$ cat src/pkg/fpt_pkg.sv
/*
  Constants for the two-channel fan speed output and tachometer monitor.
  Assumes a single 40 MHz system clock and an 8-bit register port.
*/
// Function
// - force bit holds speed output high
// - period of 64 slices, duty slices high
// - duty zero stays low, all ones 63/64
// - source and select pick base frequency
// - multiplier bit doubles the chosen frequency
// - output registers at 0x56 and 0x57
// - shared control register at 0x58
// - tach divisor 1, 2, 4, 8; default 2
// - count divided slow clock per tach period
// - restart count on tach rise or preload write
// - count saturates at 0xFF until restart
// - count 192 raises gated fan-failure event
// - restart loads programmed per-channel preload value
// - slow reference from pin or derived internally
// - two tach pulses per revolution assumed
// - speed outputs low after reset
// - status bit cleared only by writing one
package fpt_pkg;
  // ****************************************
  // clocking and timing
  // ****************************************
  localparam int CLK_HZ      = 40_000_000;
  localparam int SLICES      = 64;
  localparam int F_FAST0_HZ  = 15625;
  localparam int F_FAST1_HZ  = 23438;
  localparam int F_SLOW0_HZ  = 40;
  localparam int F_SLOW1_HZ  = 60;
  localparam int F_REF_HZ    = 32768;
  localparam int FAST0_CYC   = CLK_HZ / (F_FAST0_HZ * SLICES);
  localparam int FAST1_CYC   = CLK_HZ / (F_FAST1_HZ * SLICES);
  localparam int SLOW0_CYC   = CLK_HZ / (F_SLOW0_HZ * SLICES);
  localparam int SLOW1_CYC   = CLK_HZ / (F_SLOW1_HZ * SLICES);
  localparam int REF_CYC     = CLK_HZ / F_REF_HZ;
  localparam logic [5:0] SLICE_LAST = 6'h3F;
  // ****************************************
  // register offsets
  // ****************************************
  localparam logic [7:0] OFS_OUT_A  = 8'h56;
  localparam logic [7:0] OFS_OUT_B  = 8'h57;
  localparam logic [7:0] OFS_SHARED = 8'h58;
  localparam logic [7:0] OFS_PRE_A  = 8'h50;
  localparam logic [7:0] OFS_PRE_B  = 8'h51;
  localparam logic [7:0] OFS_CNT_A  = 8'h52;
  localparam logic [7:0] OFS_CNT_B  = 8'h53;
  localparam logic [7:0] OFS_CLKCFG = 8'h54;
  localparam logic [7:0] OFS_STAT   = 8'h55;
  localparam logic [7:0] OFS_MASK   = 8'h59;
  localparam logic [7:0] OFS_ROUTE  = 8'h5A;
  // ****************************************
  // reset values and fields
  // ****************************************
  localparam logic [7:0] RST_OUT    = 8'h00;
  localparam logic [7:0] RST_SHARED = 8'h50;
  localparam logic [7:0] RST_BYTE   = 8'h00;
  localparam int OUT_SEL_BIT   = 7;
  localparam int OUT_DUTY_LSB  = 1;
  localparam int OUT_FORCE_BIT = 0;
  localparam int SH_DIV_A_LSB  = 4;
  localparam int SH_DIV_B_LSB  = 6;
  localparam int SH_MUL_A_BIT  = 2;
  localparam int SH_MUL_B_BIT  = 3;
  localparam int SH_SRC_A_BIT  = 0;
  localparam int SH_SRC_B_BIT  = 1;
  localparam logic [7:0] CNT_SAT    = 8'hFF;
  localparam logic [1:0] ALARM_MSBS = 2'h3;
endpackage : fpt_pkg

$ cat src/pkg/fpt_ch_if.sv
/*
  Per-channel carrier between the register file, the PWM and the tach counter.
  Assumes one instance per fan channel inside the top module.
*/
`timescale 1ns/1ps
interface fpt_ch_if;
  logic [5:0] duty_value;
  logic       force_hi;
  logic       clk_sel;
  logic       mult;
  logic       src;
  logic [1:0] divsel;
  logic [7:0] preload;
  logic       preload_wr;
  logic [7:0] count;
  logic       fail_evt;
  modport ctl  (output duty_value, force_hi, clk_sel, mult, src, divsel, preload, preload_wr,
                input count, fail_evt);
  modport pwm  (input duty_value, force_hi, clk_sel, mult, src);
  modport tach (input divsel, preload, preload_wr, output count, fail_evt);
endinterface : fpt_ch_if

$ cat src/rtl/fpt_pwm.sv
/*
  One fan speed output: 64-slice pulse width modulator with rate select.
  Assumes settings come from the register file on the same clock.
*/
`timescale 1ns/1ps
module fpt_pwm
  import fpt_pkg::*;
#(
  parameter int SLOW0 = SLOW0_CYC,
  parameter int SLOW1 = SLOW1_CYC
) (
  input  wire logic i_sys_clk,
  input  wire logic i_resetn,
  fpt_ch_if.pwm     p,
  output logic      o_pwm
);
  typedef struct packed {
    logic [15:0] pre;
    logic [15:0] div;
    logic [5:0]  slice;
    logic [5:0]  duty;
    logic        out;
  } fpt_pwm_st_t;

  fpt_pwm_st_t st_reg;
  fpt_pwm_st_t st_next;
  logic [15:0] base;
  logic        tick;
  logic        wrap;

  always_comb begin
    base = p.src ? (p.clk_sel ? 16'(SLOW1) : 16'(SLOW0))
                 : (p.clk_sel ? 16'(FAST1_CYC) : 16'(FAST0_CYC));
    if (p.mult) begin
      base = base >> 1;
    end
    tick    = (st_reg.pre == 16'h0000);
    wrap    = tick && (st_reg.slice == SLICE_LAST);
    st_next = st_reg;
    st_next.pre = st_reg.pre - 16'h0001;
    if (tick) begin
      st_next.slice = st_reg.slice + 6'h01;
      st_next.pre   = (wrap ? base : st_reg.div) - 16'h0001;
    end
    if (wrap) begin
      st_next.div  = base;
      st_next.duty = p.duty_value;
    end
    st_next.out = p.force_hi || (st_reg.slice < st_reg.duty);
  end

  always_ff @(posedge i_sys_clk or negedge i_resetn) begin
    if (!i_resetn) begin
      st_reg <= '{pre: 16'h0000, div: 16'(FAST0_CYC), slice: SLICE_LAST, duty: 6'h00, out: 1'b0};
    end else begin
      st_reg <= st_next;
    end
  end

  assign o_pwm = st_reg.out;
endmodule : fpt_pwm

$ cat src/rtl/fpt_tach.sv
/*
  One tachometer counter: synchroniser, slow clock divider, saturating count.
  Assumes i_ref_tick is a one-cycle pulse at the slow reference rate.
*/
`timescale 1ns/1ps
module fpt_tach
  import fpt_pkg::*;
(
  input  wire logic i_sys_clk,
  input  wire logic i_resetn,
  input  wire logic i_tach,
  input  wire logic i_ref_tick,
  fpt_ch_if.tach    t
);
  typedef struct packed {
    logic [1:0] sync;
    logic       prev;
    logic [2:0] divc;
    logic [7:0] cnt;
    logic       hit;
  } fpt_tach_st_t;

  fpt_tach_st_t st_reg;
  fpt_tach_st_t st_next;
  logic [3:0]   lim;
  logic         rise;
  logic         dtick;

  always_comb begin
    lim   = 4'(4'h1 << t.divsel) - 4'h1;
    rise  = st_reg.sync[1] && !st_reg.prev;
    dtick = i_ref_tick && ({1'b0, st_reg.divc} == lim);
    st_next      = st_reg;
    st_next.sync = {st_reg.sync[0], i_tach};
    st_next.prev = st_reg.sync[1];
    st_next.hit  = (st_reg.cnt[7:6] == ALARM_MSBS);
    if (rise || t.preload_wr) begin
      st_next.cnt  = t.preload;
      st_next.divc = 3'h0;
    end else if (i_ref_tick) begin
      st_next.divc = dtick ? 3'h0 : st_reg.divc + 3'h1;
      if (dtick && st_reg.cnt != CNT_SAT) begin
        st_next.cnt = st_reg.cnt + 8'h01;
      end
    end
  end

  always_ff @(posedge i_sys_clk or negedge i_resetn) begin
    if (!i_resetn) begin
      st_reg <= '0;
    end else begin
      st_reg <= st_next;
    end
  end

  assign t.count    = st_reg.cnt;
  assign t.fail_evt = (st_reg.cnt[7:6] == ALARM_MSBS) && !st_reg.hit;
endmodule : fpt_tach

$ cat src/rtl/fpt_top.sv
/*
  Two-channel fan speed output and tachometer monitor with register port.
  Assumes a plain register master on i_sys_clk; pins arrive asynchronously.
*/
// Our own choice: the address-and-strobe port.
`timescale 1ns/1ps
module fpt_top
  import fpt_pkg::*;
#(
  parameter int SLOW0 = SLOW0_CYC,
  parameter int SLOW1 = SLOW1_CYC
) (
  input  wire logic       i_sys_clk,
  input  wire logic       i_resetn,
  input  wire logic [7:0] i_addr,
  input  wire logic [7:0] i_wdata,
  input  wire logic       i_wr,
  input  wire logic       i_rd,
  output logic      [7:0] o_rdata,
  input  wire logic       i_slow_clock_pin,
  input  wire logic       i_tacho_input_a,
  input  wire logic       i_tacho_input_b,
  output logic            o_speed_output_a,
  output logic            o_speed_output_b,
  output logic            o_wake_request_n,
  output logic            o_sysmgmt_req,
  output logic            o_irq
);
  // ****************************************
  // state
  // ****************************************
  typedef struct packed {
    logic [7:0]  out_a;
    logic [7:0]  out_b;
    logic [7:0]  shared;
    logic [7:0]  pre_a;
    logic [7:0]  pre_b;
    logic [7:0]  clkcfg;
    logic [1:0]  stat;
    logic [1:0]  mask;
    logic [3:0]  route;
    logic [7:0]  rdata;
    logic [2:0]  pin;
    logic [11:0] refc;
  } fpt_top_st_t;

  fpt_top_st_t st_reg;
  fpt_top_st_t st_next;
  logic        ref_tick;
  logic [1:0]  evt;
  logic [1:0]  clr;

  fpt_ch_if ch_a ();
  fpt_ch_if ch_b ();

  // ****************************************
  // register file and slow reference
  // ****************************************
  always_comb begin
    st_next     = st_reg;
    st_next.pin = {st_reg.pin[1:0], i_slow_clock_pin};
    st_next.refc = (st_reg.refc == 12'h000) ? 12'(REF_CYC - 1) : st_reg.refc - 12'h001;
    ref_tick = st_reg.clkcfg[0] ? (st_reg.pin[1] && !st_reg.pin[2])
                                : (st_reg.refc == 12'h000);
    evt = {ch_b.fail_evt, ch_a.fail_evt};
    clr = 2'h0;
    if (i_wr) begin
      unique case (i_addr)
        OFS_OUT_A:  st_next.out_a  = i_wdata;
        OFS_OUT_B:  st_next.out_b  = i_wdata;
        OFS_SHARED: st_next.shared = i_wdata;
        OFS_PRE_A:  st_next.pre_a  = i_wdata;
        OFS_PRE_B:  st_next.pre_b  = i_wdata;
        OFS_CLKCFG: st_next.clkcfg = {7'h00, i_wdata[0]};
        OFS_STAT:   clr            = i_wdata[1:0];
        OFS_MASK:   st_next.mask   = i_wdata[1:0];
        OFS_ROUTE:  st_next.route  = i_wdata[3:0];
        default:    st_next.rdata  = st_reg.rdata;
      endcase
    end
    st_next.stat  = (st_reg.stat & ~clr) | evt;
    st_next.rdata = 8'h00;
    if (i_rd) begin
      unique case (i_addr)
        OFS_OUT_A:  st_next.rdata = st_reg.out_a;
        OFS_OUT_B:  st_next.rdata = st_reg.out_b;
        OFS_SHARED: st_next.rdata = st_reg.shared;
        OFS_PRE_A:  st_next.rdata = st_reg.pre_a;
        OFS_PRE_B:  st_next.rdata = st_reg.pre_b;
        OFS_CNT_A:  st_next.rdata = ch_a.count;
        OFS_CNT_B:  st_next.rdata = ch_b.count;
        OFS_CLKCFG: st_next.rdata = st_reg.clkcfg;
        OFS_STAT:   st_next.rdata = {6'h00, st_reg.stat};
        OFS_MASK:   st_next.rdata = {6'h00, st_reg.mask};
        OFS_ROUTE:  st_next.rdata = {4'h0, st_reg.route};
        default:    st_next.rdata = 8'h00;
      endcase
    end
  end

  always_ff @(posedge i_sys_clk or negedge i_resetn) begin
    if (!i_resetn) begin
      st_reg <= '{out_a: RST_OUT, out_b: RST_OUT, shared: RST_SHARED, pre_a: RST_BYTE,
                  pre_b: RST_BYTE, clkcfg: RST_BYTE, stat: 2'h0, mask: 2'h0, route: 4'h0,
                  rdata: RST_BYTE, pin: 3'h0, refc: 12'h000};
    end else begin
      st_reg <= st_next;
    end
  end

  // ****************************************
  // channel wiring
  // ****************************************
  assign ch_a.duty_value = st_reg.out_a[OUT_DUTY_LSB +: 6];
  assign ch_a.force_hi   = st_reg.out_a[OUT_FORCE_BIT];
  assign ch_a.clk_sel    = st_reg.out_a[OUT_SEL_BIT];
  assign ch_a.mult       = st_reg.shared[SH_MUL_A_BIT];
  assign ch_a.src        = st_reg.shared[SH_SRC_A_BIT];
  assign ch_a.divsel     = st_reg.shared[SH_DIV_A_LSB +: 2];
  assign ch_a.preload    = ch_a.preload_wr ? i_wdata : st_reg.pre_a;
  assign ch_a.preload_wr = i_wr && (i_addr == OFS_PRE_A);
  assign ch_b.duty_value = st_reg.out_b[OUT_DUTY_LSB +: 6];
  assign ch_b.force_hi   = st_reg.out_b[OUT_FORCE_BIT];
  assign ch_b.clk_sel    = st_reg.out_b[OUT_SEL_BIT];
  assign ch_b.mult       = st_reg.shared[SH_MUL_B_BIT];
  assign ch_b.src        = st_reg.shared[SH_SRC_B_BIT];
  assign ch_b.divsel     = st_reg.shared[SH_DIV_B_LSB +: 2];
  assign ch_b.preload    = ch_b.preload_wr ? i_wdata : st_reg.pre_b;
  assign ch_b.preload_wr = i_wr && (i_addr == OFS_PRE_B);

  fpt_pwm #(.SLOW0(SLOW0), .SLOW1(SLOW1)) u_pwm_a (
    .i_sys_clk (i_sys_clk),
    .i_resetn  (i_resetn),
    .p         (ch_a.pwm),
    .o_pwm     (o_speed_output_a)
  );
  fpt_pwm #(.SLOW0(SLOW0), .SLOW1(SLOW1)) u_pwm_b (
    .i_sys_clk (i_sys_clk),
    .i_resetn  (i_resetn),
    .p         (ch_b.pwm),
    .o_pwm     (o_speed_output_b)
  );
  fpt_tach u_tach_a (
    .i_sys_clk  (i_sys_clk),
    .i_resetn   (i_resetn),
    .i_tach     (i_tacho_input_a),
    .i_ref_tick (ref_tick),
    .t          (ch_a.tach)
  );
  fpt_tach u_tach_b (
    .i_sys_clk  (i_sys_clk),
    .i_resetn   (i_resetn),
    .i_tach     (i_tacho_input_b),
    .i_ref_tick (ref_tick),
    .t          (ch_b.tach)
  );

  // ****************************************
  // event routing
  // ****************************************
  assign o_rdata          = st_reg.rdata;
  assign o_irq            = |(st_reg.stat & st_reg.mask);
  assign o_wake_request_n = ~|(st_reg.stat & st_reg.route[1:0]);
  assign o_sysmgmt_req    = |(st_reg.stat & st_reg.route[3:2]);
endmodule : fpt_top

$ cat config.mk
export PLATFORM = sky130hd
export DESIGN_NAME = fpt_top
export DESIGN_NICKNAME = d
export VERILOG_FILES = /design/src/pkg/fpt_pkg.sv /design/src/pkg/fpt_ch_if.sv /design/src/rtl/fpt_pwm.sv /design/src/rtl/fpt_tach.sv /design/src/rtl/fpt_top.sv
export SDC_FILE = /design/constraint.sdc
export NUM_CORES = 1
export LEC_CHECK = 0
export BUFFER_PORTS_ARGS = -buffer_cell sky130_fd_sc_hd__buf_2
export CORE_ASPECT_RATIO = 2
export CORE_MARGIN = 1
export CORE_UTILIZATION = 50
export DETAILED_ROUTE_END_ITERATION = 10
export GPL_ROUTABILITY_DRIVEN = 1
export PLACE_DENSITY = 0.66
export SLEW_MARGIN = 20
export SYNTH_ARGS = -nofsm -noshare
export SYNTH_HDL_FRONTEND = slang
export SYNTH_HIERARCHICAL = 1
export SYNTH_SLANG_ARGS = --single-unit
$ cat constraint.sdc
create_clock -name i_sys_clk -period 3.8 [get_ports i_sys_clk]
set_input_delay 1.14 -clock i_sys_clk [delete_from_list [all_inputs] [get_ports i_sys_clk]]
set_output_delay 1.14 -clock i_sys_clk [all_outputs]
set_load 0.005 [all_outputs]
==> metrics.md, run 1 <==
| Metric | Value |
|---|---|
| Outcome | complete, no violations |
| Io pins | 36 |
| Final std cells w/o fill | 1319 |
| Global-route wire length before repair | 43.1 mm |
| Dpl cells | 1287 |
| Multiplexer area fraction after synthesis | 9.09% |
| Setup Skew | 0.00612 ns |
| Top cell by count, worst path | mux2_4 |
| CP Class | flip-flop to flip-flop |
| Final setup fails | 0 |
| H-tree Lvls | 4 |
| Initial Util | 50.8% |
| Unrepaired setup endpoints after global routing | false |
| Synth cell count leaders | 174 x dfrtp_1, 126 x nand2_1, 68 x a21oi_1, 57 x nor2_1, 54 x mux2_2 |
| Area growth from synthesis to layout | 7.97% |
| Largest net degree at the start of global routing | 86 |
| Total track usage | 26.2% |
| Die outline width | 105 um |
| PwrDens | 369 mW/mm2 |
| Worst-Margin Slew | 0.736 ns |
| Final period utilization | 80.1% |
| Syn nets | 1086 |
| Fin Setup TNS | 0 ns |
| Worst Reg-to-Reg Cells | 9 |
| WL/cell | 20.4 um |
| Worst-Skew Late Latency | 0.45 ns |
| Worst-path cell chain | or4_4 -> nor4_4 -> nand4b_1 -> o22ai_1 -> buf_4 -> o21ai_2 -> nor3b_4 -> mux2_4 -> mux2_4 |
| Dominant combinational cell family by area after synthesis | simple AND/OR/NAND/NOR gates |
| CTS Sinks | 192 |
| Final ANT Viol Nets | 0 |
| Slack of the critical path | 0.758 ns |
| Count leader, synth | dfrtp_1 |
| Top post-synthesis cells by area | dfrtp_1 41%, mux2_2 5.7%, dfstp_2 4.4%, nand2_1 4.4%, ha_1 3.3% |
| FF+latch count, synth | 192 |
| Die area | 0.0219 mm2 |
| Final min period | 3.04 ns |
| Setup repair bufs after CTS | 0 |
| CP Max Fanout | 10 |
| Diode count | 0 |
| CP max-delay cell | or4_4 |
| Synth Area in Simple Gates | 19.2% |
| Buffers on Ports | 35 |
| Initial antenna violation count | 0 |
| Pleak | 4.93 nW |
| Cts repair resizes | 0 |
| Post-DP HPWL | 20.2 mm |
| Area leader, netlist | dfrtp_1 |
| Number of distinct library cells after synthesis | 93 |
| Worst slew margin | 50.9% |
| Post-synth EDFFs | 0 |
| Critical Path RT | 4.13 ns |
| Max clock buf depth | 2 |
| Vias/cell | 6.00 |
| Drc violations | 0 |
| Max-slew violation count | 0 |
| Overall power | 4.24 mW |
| Compound-Gate Fraction of Synth Area | 14.9% |
| Share of the synthesized area in the top cell type | 40.9% |
| Final Hold Vio Count | 0 |
| Hold Crit Endpoint | u_tach_a/st_next[12] |
| Detailed Routing Iterations Pass 1 | 5 |
| FP Rows | 75 |
| Utilization after layout | 54.9% |
| CTS Buf Count | 17 |
| Worst hold stages | 0 |
| Average cell area after synthesis | 10.3 um2 |
| Kind of start point of the critical path | flip-flop |
| GR Overflow Total | 0 |
| Dominant synthesized flop cell | dfrtp_1 |
| Hold/Removal Path Class | flip-flop to flip-flop |
| Worst Min Path Start | u_tach_a/st_next[14] |
| Post-Synthesis Cells | 1035 |
| CP peak stage delay | 0.59 ns |
| Ratio of cells with drive above 1 in the final layout | 20.8% |
| Max-cap violations | 0 |
| Async SR Flop Fraction | 100% |
| First DRT Iteration DRCs | 328 |
| Xor/xnor cell area share of the yosys netlist | 3.13% |
| RR Startpoint | st_reg[6] |
| Vias in the first global route | 8102 |
| CTS Hold Bufs | 0 |
| Reg-to-reg endpoint | u_tach_a/t.count[1] |
| CORE AREA | 0.0209 mm2 |
| Root Buffer | clkbuf_16 |
| Reg clk slew, reported paths | 0.07 ns |
| F_max | 329 MHz |
| Via count | 7909 |
| Die height | 208 um |
| Nets | 1088 |
| Setup slack, reg-to-reg | 0.76 ns |
| Crit path capture type | flip-flop |
| TritonCTS clock tree | built |
| VDD IR max | 315 uV |
| Place WS | 0.599 ns |
| GP Congestion | 0.998 |
| Post-synthesis adder-cell area fraction | 3.29% |
| Seq/Total Area, Yosys | 45.4% |
| Synth Cell Area | 0.0106 mm2 |
| Detailed-route wire length | 26.9 mm |
| Yosys warnings | 6 |
| Worst EP arrival | 3.37 ns |
-- metal layers --
layer | track usage [%] | vias to the layer above | part of all wire, %
li1 | - | 3725 | -
met1 | 25.9 | 3940 | 35
met2 | 49.0 | 162 | 56
met3 | 3.51 | 82 | 2.1
met4 | 19.4 | 0 | 7.3
met5 | 0 | - | 0
-- worst max-delay path by stage --
stage / startpoint / cells after the start / slack [ns] / end
after global placement: i_addr[5] / 6 / 0.67 / u_tach_a/t.count[1]
after detailed placement: i_addr[5] / 6 / 0.60 / u_tach_a/t.count[1]
after floorplan: st_reg[6] / 8 / 0.86 / u_tach_a/t.count[1]
after CTS: st_reg[6] / 9 / 0.72 / u_tach_a/t.count[1]
after global routing: u_pwm_a/st_reg[7] / 12 / 0.59 / u_pwm_a/st_reg[41]
final: st_reg[6] / 9 / 0.76 / u_tach_a/t.count[1]
-- logic make-up (layout without fill, tap and decap cells) --
group / Yosys count / in the layout
compound gates: 241 / 241
xor+xnor: 38 / 38
fa+ha+maj: 28 / 28
buf+inv: 98 / 113
flops: 192 / 192
mux: 81 / 81
simple gates: 357 / 357
-- layout make-up --
type                       instances  area, um2
multi-input combinational        745       5280
sequential                       192       4830
timing repair buffer              49        314
tap                              269        337
inverter                          32        120
fill                            1890       9440
clock buffer                      23        488
clock inverter                     9        120
-- through the flow --
step	hold slack, ns	area (um2)
2_1_floorplan	0.331	10600
3_3_place_gp	0.334	10900
3_5_place_dp	0.336	10900
4_1_cts	0.352	11500
5_1_grt	0.369	11500
6_report	0.349	11500
-- power breakdown --
| group | total [mW] | switching (mW) | internal (mW) |
|---|---|---|---|
| combinational | 0.239 | 0.148 | 0.0902 |
| sequential | 2.14 | 0.0587 | 2.09 |
| clock | 1.86 | 0.807 | 1.05 |
-- critical path: cells and delay by family (launching register included) --
| kind | cells | cell delay (ns) |
|---|---|---|
| compound gates | 2 | 0.37 |
| flops | 1 | 0.41 |
| simple gates | 4 | 1.31 |
| buf+inv | 1 | 0.25 |
| mux | 2 | 0.58 |
-- layout by cell type, fill, tap and decap left out, types with 6 or more instances in the layout --
| cell type | count |
|---|---|
| a211oi_1 | 8 |
| a21o_1 | 13 |
| a21oi_1 | 68 |
| a22o_1 | 6 |
| a31oi_1 | 19 |
| a41o_1 | 6 |
| and2_1 | 8 |
| and3_1 | 11 |
| buf_2 | 34 |
| buf_4 | 12 |
| clkbuf_16 | 17 |
| dfrtp_1 | 174 |
| dfstp_2 | 18 |
| ha_1 | 28 |
| inv_1 | 31 |
| mux2_2 | 54 |
| mux2i_1 | 16 |
| nand2_1 | 126 |
| nand2b_1 | 10 |
| nand3_1 | 24 |
| nand4_1 | 17 |
| nor2_1 | 57 |
| nor2b_1 | 12 |
| nor3_1 | 15 |
| o21a_1 | 6 |
| o21ai_0 | 49 |
| o21ai_1 | 13 |
| xnor2_1 | 28 |
| xor2_1 | 10 |
No activity file was read; power rests on OpenSTA's default activity.
==> run 2: changes to the inputs <==
- clock period: 3.8 -> 2.83 ns (I/O delays scaled with it)
==> run 2 against run 1 <==
  * Maximum frequency is 8.4% higher
  * Core utilization is 1.3 points higher
  * Setup slack worse by 0.73 ns
  * Largest cell class unchanged
  * First-iteration DRC count is 17% lower
  * Sequential power is 35% higher
  * Critical path type unchanged
  * Sequential cell count stayed put
  * Total power is 32% higher
  * Non-clock buffer count is 34 higher
  * Sequential share of layout area is 0.99 points lower
  * Routed wire length is 0.14% higher
==> metrics.md, run 2 (synthesized netlist as in run 1, its figures left out) <==
| Metric | Value |
|---|---|
| Nets | 1122 (+3.1%) |
| Switching pwr | 1.38 mW (+36%) |
| Reg-to-reg endpoint | u_tach_a/t.count[1] |
| Max-slew violation count | 0 (unchanged) |
| PwrDens | 477 mW/mm2 (+29%) |
| Via count | 8014 (+1.3%) |
| Detailed Routing Iterations Pass 1 | 5 (unchanged) |
| CTS Buf Count | 17 (unchanged) |
| CORE AREA | 0.0209 mm2 (unchanged) |
| Most frequent cells in the layout | 174 x dfrtp_1, 125 x nand2_1, 67 x a21oi_1 |
| CP Max Fanout | 4 (-6) |
| Worst slew margin | 63.2% (+12 points) |
| Vias/cell | 5.92 (-1.2%) |
| CTS Hold Bufs | 0 (unchanged) |
| Total track usage | 26.2% (about the same) |
| Clock Power Share | 42.4% (-1.4 points) |
| GR Overflow Total | 0 (unchanged) |
| Kind of start point of the critical path | flip-flop |
| Worst-Margin Slew | 0.546 ns (-0.189 ns) |
| Dpl cells | 1319 (+2.5%) |
| Worst-path cell chain | or4_4 -> nor4_4 -> nand4b_1 -> o22ai_4 -> o21ai_2 -> nor3b_4 -> mux2_4 -> mux2_4 |
| H-tree Lvls | 4 (unchanged) |
| CP Class | flip-flop to flip-flop |
| Slack of the critical path | 0.0246 ns (-0.733 ns) |
| Detailed-route wire length | 27.0 mm (+0.14%) |
| Most common cell after layout, fill and taps aside | dfrtp_1 |
| Switching Share | 24.5% (+0.63 points) |
| Place WS | 0.00459 ns (-0.594 ns) |
| Setup slack, reg-to-reg | 0.02 ns (-0.73 ns) |
| VDD IR max | 532 uV (+69%) |
| Worst-Skew Late Latency | 0.45 ns (about the same) |
| Unrepaired setup endpoints after global routing | true |
| Initial antenna violation count | 0 (unchanged) |
| CP max-delay cell | or4_4 |
| FP Rows | 75 (unchanged) |
| Final period utilization | 99.1% (+19 points) |
| Final std cells w/o fill | 1353 (+2.6%) |
| Drc violations | 0 (unchanged) |
| Max-cap violations | 0 (unchanged) |
| CTS Sinks | 192 (unchanged) |
| Die outline width | 105 um (unchanged) |
| Outcome | complete, no violations |
| Diode count | 0 (unchanged) |
| Post-DP HPWL | 20.4 mm (+1.0%) |
| Worst hold stages | 0 (unchanged) |
| Buf/Inv on CP | 0 (-1) |
| Area growth from synthesis to layout | 10.6% |
| Final Hold Vio Count | 0 (unchanged) |
| Fin Setup TNS | 0 ns (unchanged) |
| Worst hold slack | 0.350 ns (+0.00124 ns) |
| Final min period | 2.81 ns (-0.237 ns) |
| Crit path capture type | flip-flop |
| Cell family with most CP delay | simple AND/OR/NAND/NOR gates |
| Overall power | 5.61 mW (+32%) |
| Setup Skew | 0.00959 ns (+0.00347 ns) |
| Logic pwr share | 6.3% (+0.7 points) |
| F_max | 356 MHz (+8.4%) |
| Die height | 208 um (unchanged) |
| Pleak | 5.09 nW (+3.3%) |
| Worst Reg-to-Reg Cells | 8 (-1) |
| Die area | 0.0219 mm2 (unchanged) |
| TritonCTS clock tree | built |
| Worst Min Path Start | u_tach_a/st_next[14] |
| Ratio of cells with drive above 1 in the final layout | 23.7% (+2.9 points) |
| Seq pwr share | 51.3% (+0.8 points) |
| Internal power | 4.23 mW (+31%) |
| Final ANT Viol Nets | 0 (unchanged) |
| GP Congestion | 0.988 (-1.0%) |
| RR Startpoint | st_reg[5] |
| Hold/Removal Path Class | flip-flop to flip-flop |
| Vias in the first global route | 8367 (+3.3%) |
| Reg clk slew, reported paths | 0.07 ns (about the same) |
| Worst EP arrival | 3.14 ns (-0.23 ns) |
| Largest net degree at the start of global routing | 57 (-34%) |
| Root Buffer | clkbuf_16 |
| Initial Util | 50.8% (unchanged) |
| Critical Path RT | 3.16 ns (-0.97 ns) |
| Max clock buf depth | 2 (unchanged) |
| First DRT Iteration DRCs | 271 (-17%) |
| WL/cell | 19.9 um (-2.4%) |
| CP startpoint | st_reg[5] |
| Io pins | 36 (unchanged) |
| Final setup fails | 0 (unchanged) |
| Global-route wire length before repair | 43.2 mm (+0.34%) |
| Buffers on Ports | 35 (unchanged) |
| CP peak stage delay | 0.53 ns (-0.06 ns) |
| Hold Crit Endpoint | u_tach_a/st_next[12] |
| Top cell by count, worst path | mux2_4 |
-- run 2: cell count changes in the layout (fill, tap and decap cells not counted), sizes merged --
cell      change
clkbuf        -2
clkinvlp      +2
bufinv        -1
clkinv        +2
inv           -1
buf          +34
-- run 2: cell type report --
type / count / area (um2)
Fill cell: 1865 / 9160
Multi-Input combinational cell: 745 / 5310
Sequential cell: 192 / 4830
Timing Repair Buffer: 83 / 594
Clock buffer: 21 / 470
Tap cell: 269 / 337
Inverter: 32 / 120
Clock inverter: 11 / 104
-- run 2: power by group through the flow --
stage | combinational (mW) | sequential (mW) | clock, mW
after CTS | 0.357 | 2.87 | 2.44
after global placement | 0.350 | 2.92 | 0
final | 0.356 | 2.88 | 2.38
after detailed placement | 0.355 | 2.92 | 0
after global routing | 0.389 | 2.88 | 2.54
after floorplan | 0.204 | 2.89 | 0
-- run 2: worst reg2reg max path: stages, from the launching register on --
cell and delay (ns):
dfrtp_1 0.42, or4_4 0.53, nor4_4 0.19, nand4b_1 0.22, o22ai_4 0.33, o21ai_2 0.16
nor3b_4 0.26, mux2_4 0.32, mux2_4 0.26
-- run 2: metal layers --
metal / GRT usage [%] / share of wire, % / routed length [um]
met5: 0 / 0 / 0
met4: 20.4 / 8.1 / 2190
met3: 4.48 / 2.9 / 771
met2: 47.9 / 54 / 14600
met1: 25.8 / 35 / 9450
-- run 2: repair_timing --
item,in CTS,in global routing
buffers inserted,0,2
gates resized for setup,1,4
setup endpoints to repair,1,11
pin swaps,0,1
endpoints found under the hold margin,0,0
-- run 2: per-stage QoR --
stage | area [um2] | util, %
2_1_floorplan | 10600 | -
3_3_place_gp | 11100 | 53.3
3_5_place_dp | 11100 | 53.3
4_1_cts | 11700 | 56.1
5_1_grt | 11800 | 56.2
6_report | 11800 | 56.2
-- run 2: worst max path at each step --
| stage | end | slack (ns) | cells after the start |
|---|---|---|---|
| 2_1_floorplan | u_pwm_a/st_reg[41] | 0.04 | 14 |
| 3_3_place_gp | u_tach_a/t.count[1] | 0.04 | 8 |
| 3_5_place_dp | u_tach_a/t.count[1] | 0.005 | 8 |
| 4_1_cts | u_tach_a/t.count[1] | 0.03 | 8 |
| 5_1_grt | u_tach_a/t.count[1] | -0.06 | 8 |
| 6_report | u_tach_a/t.count[1] | 0.02 | 8 |
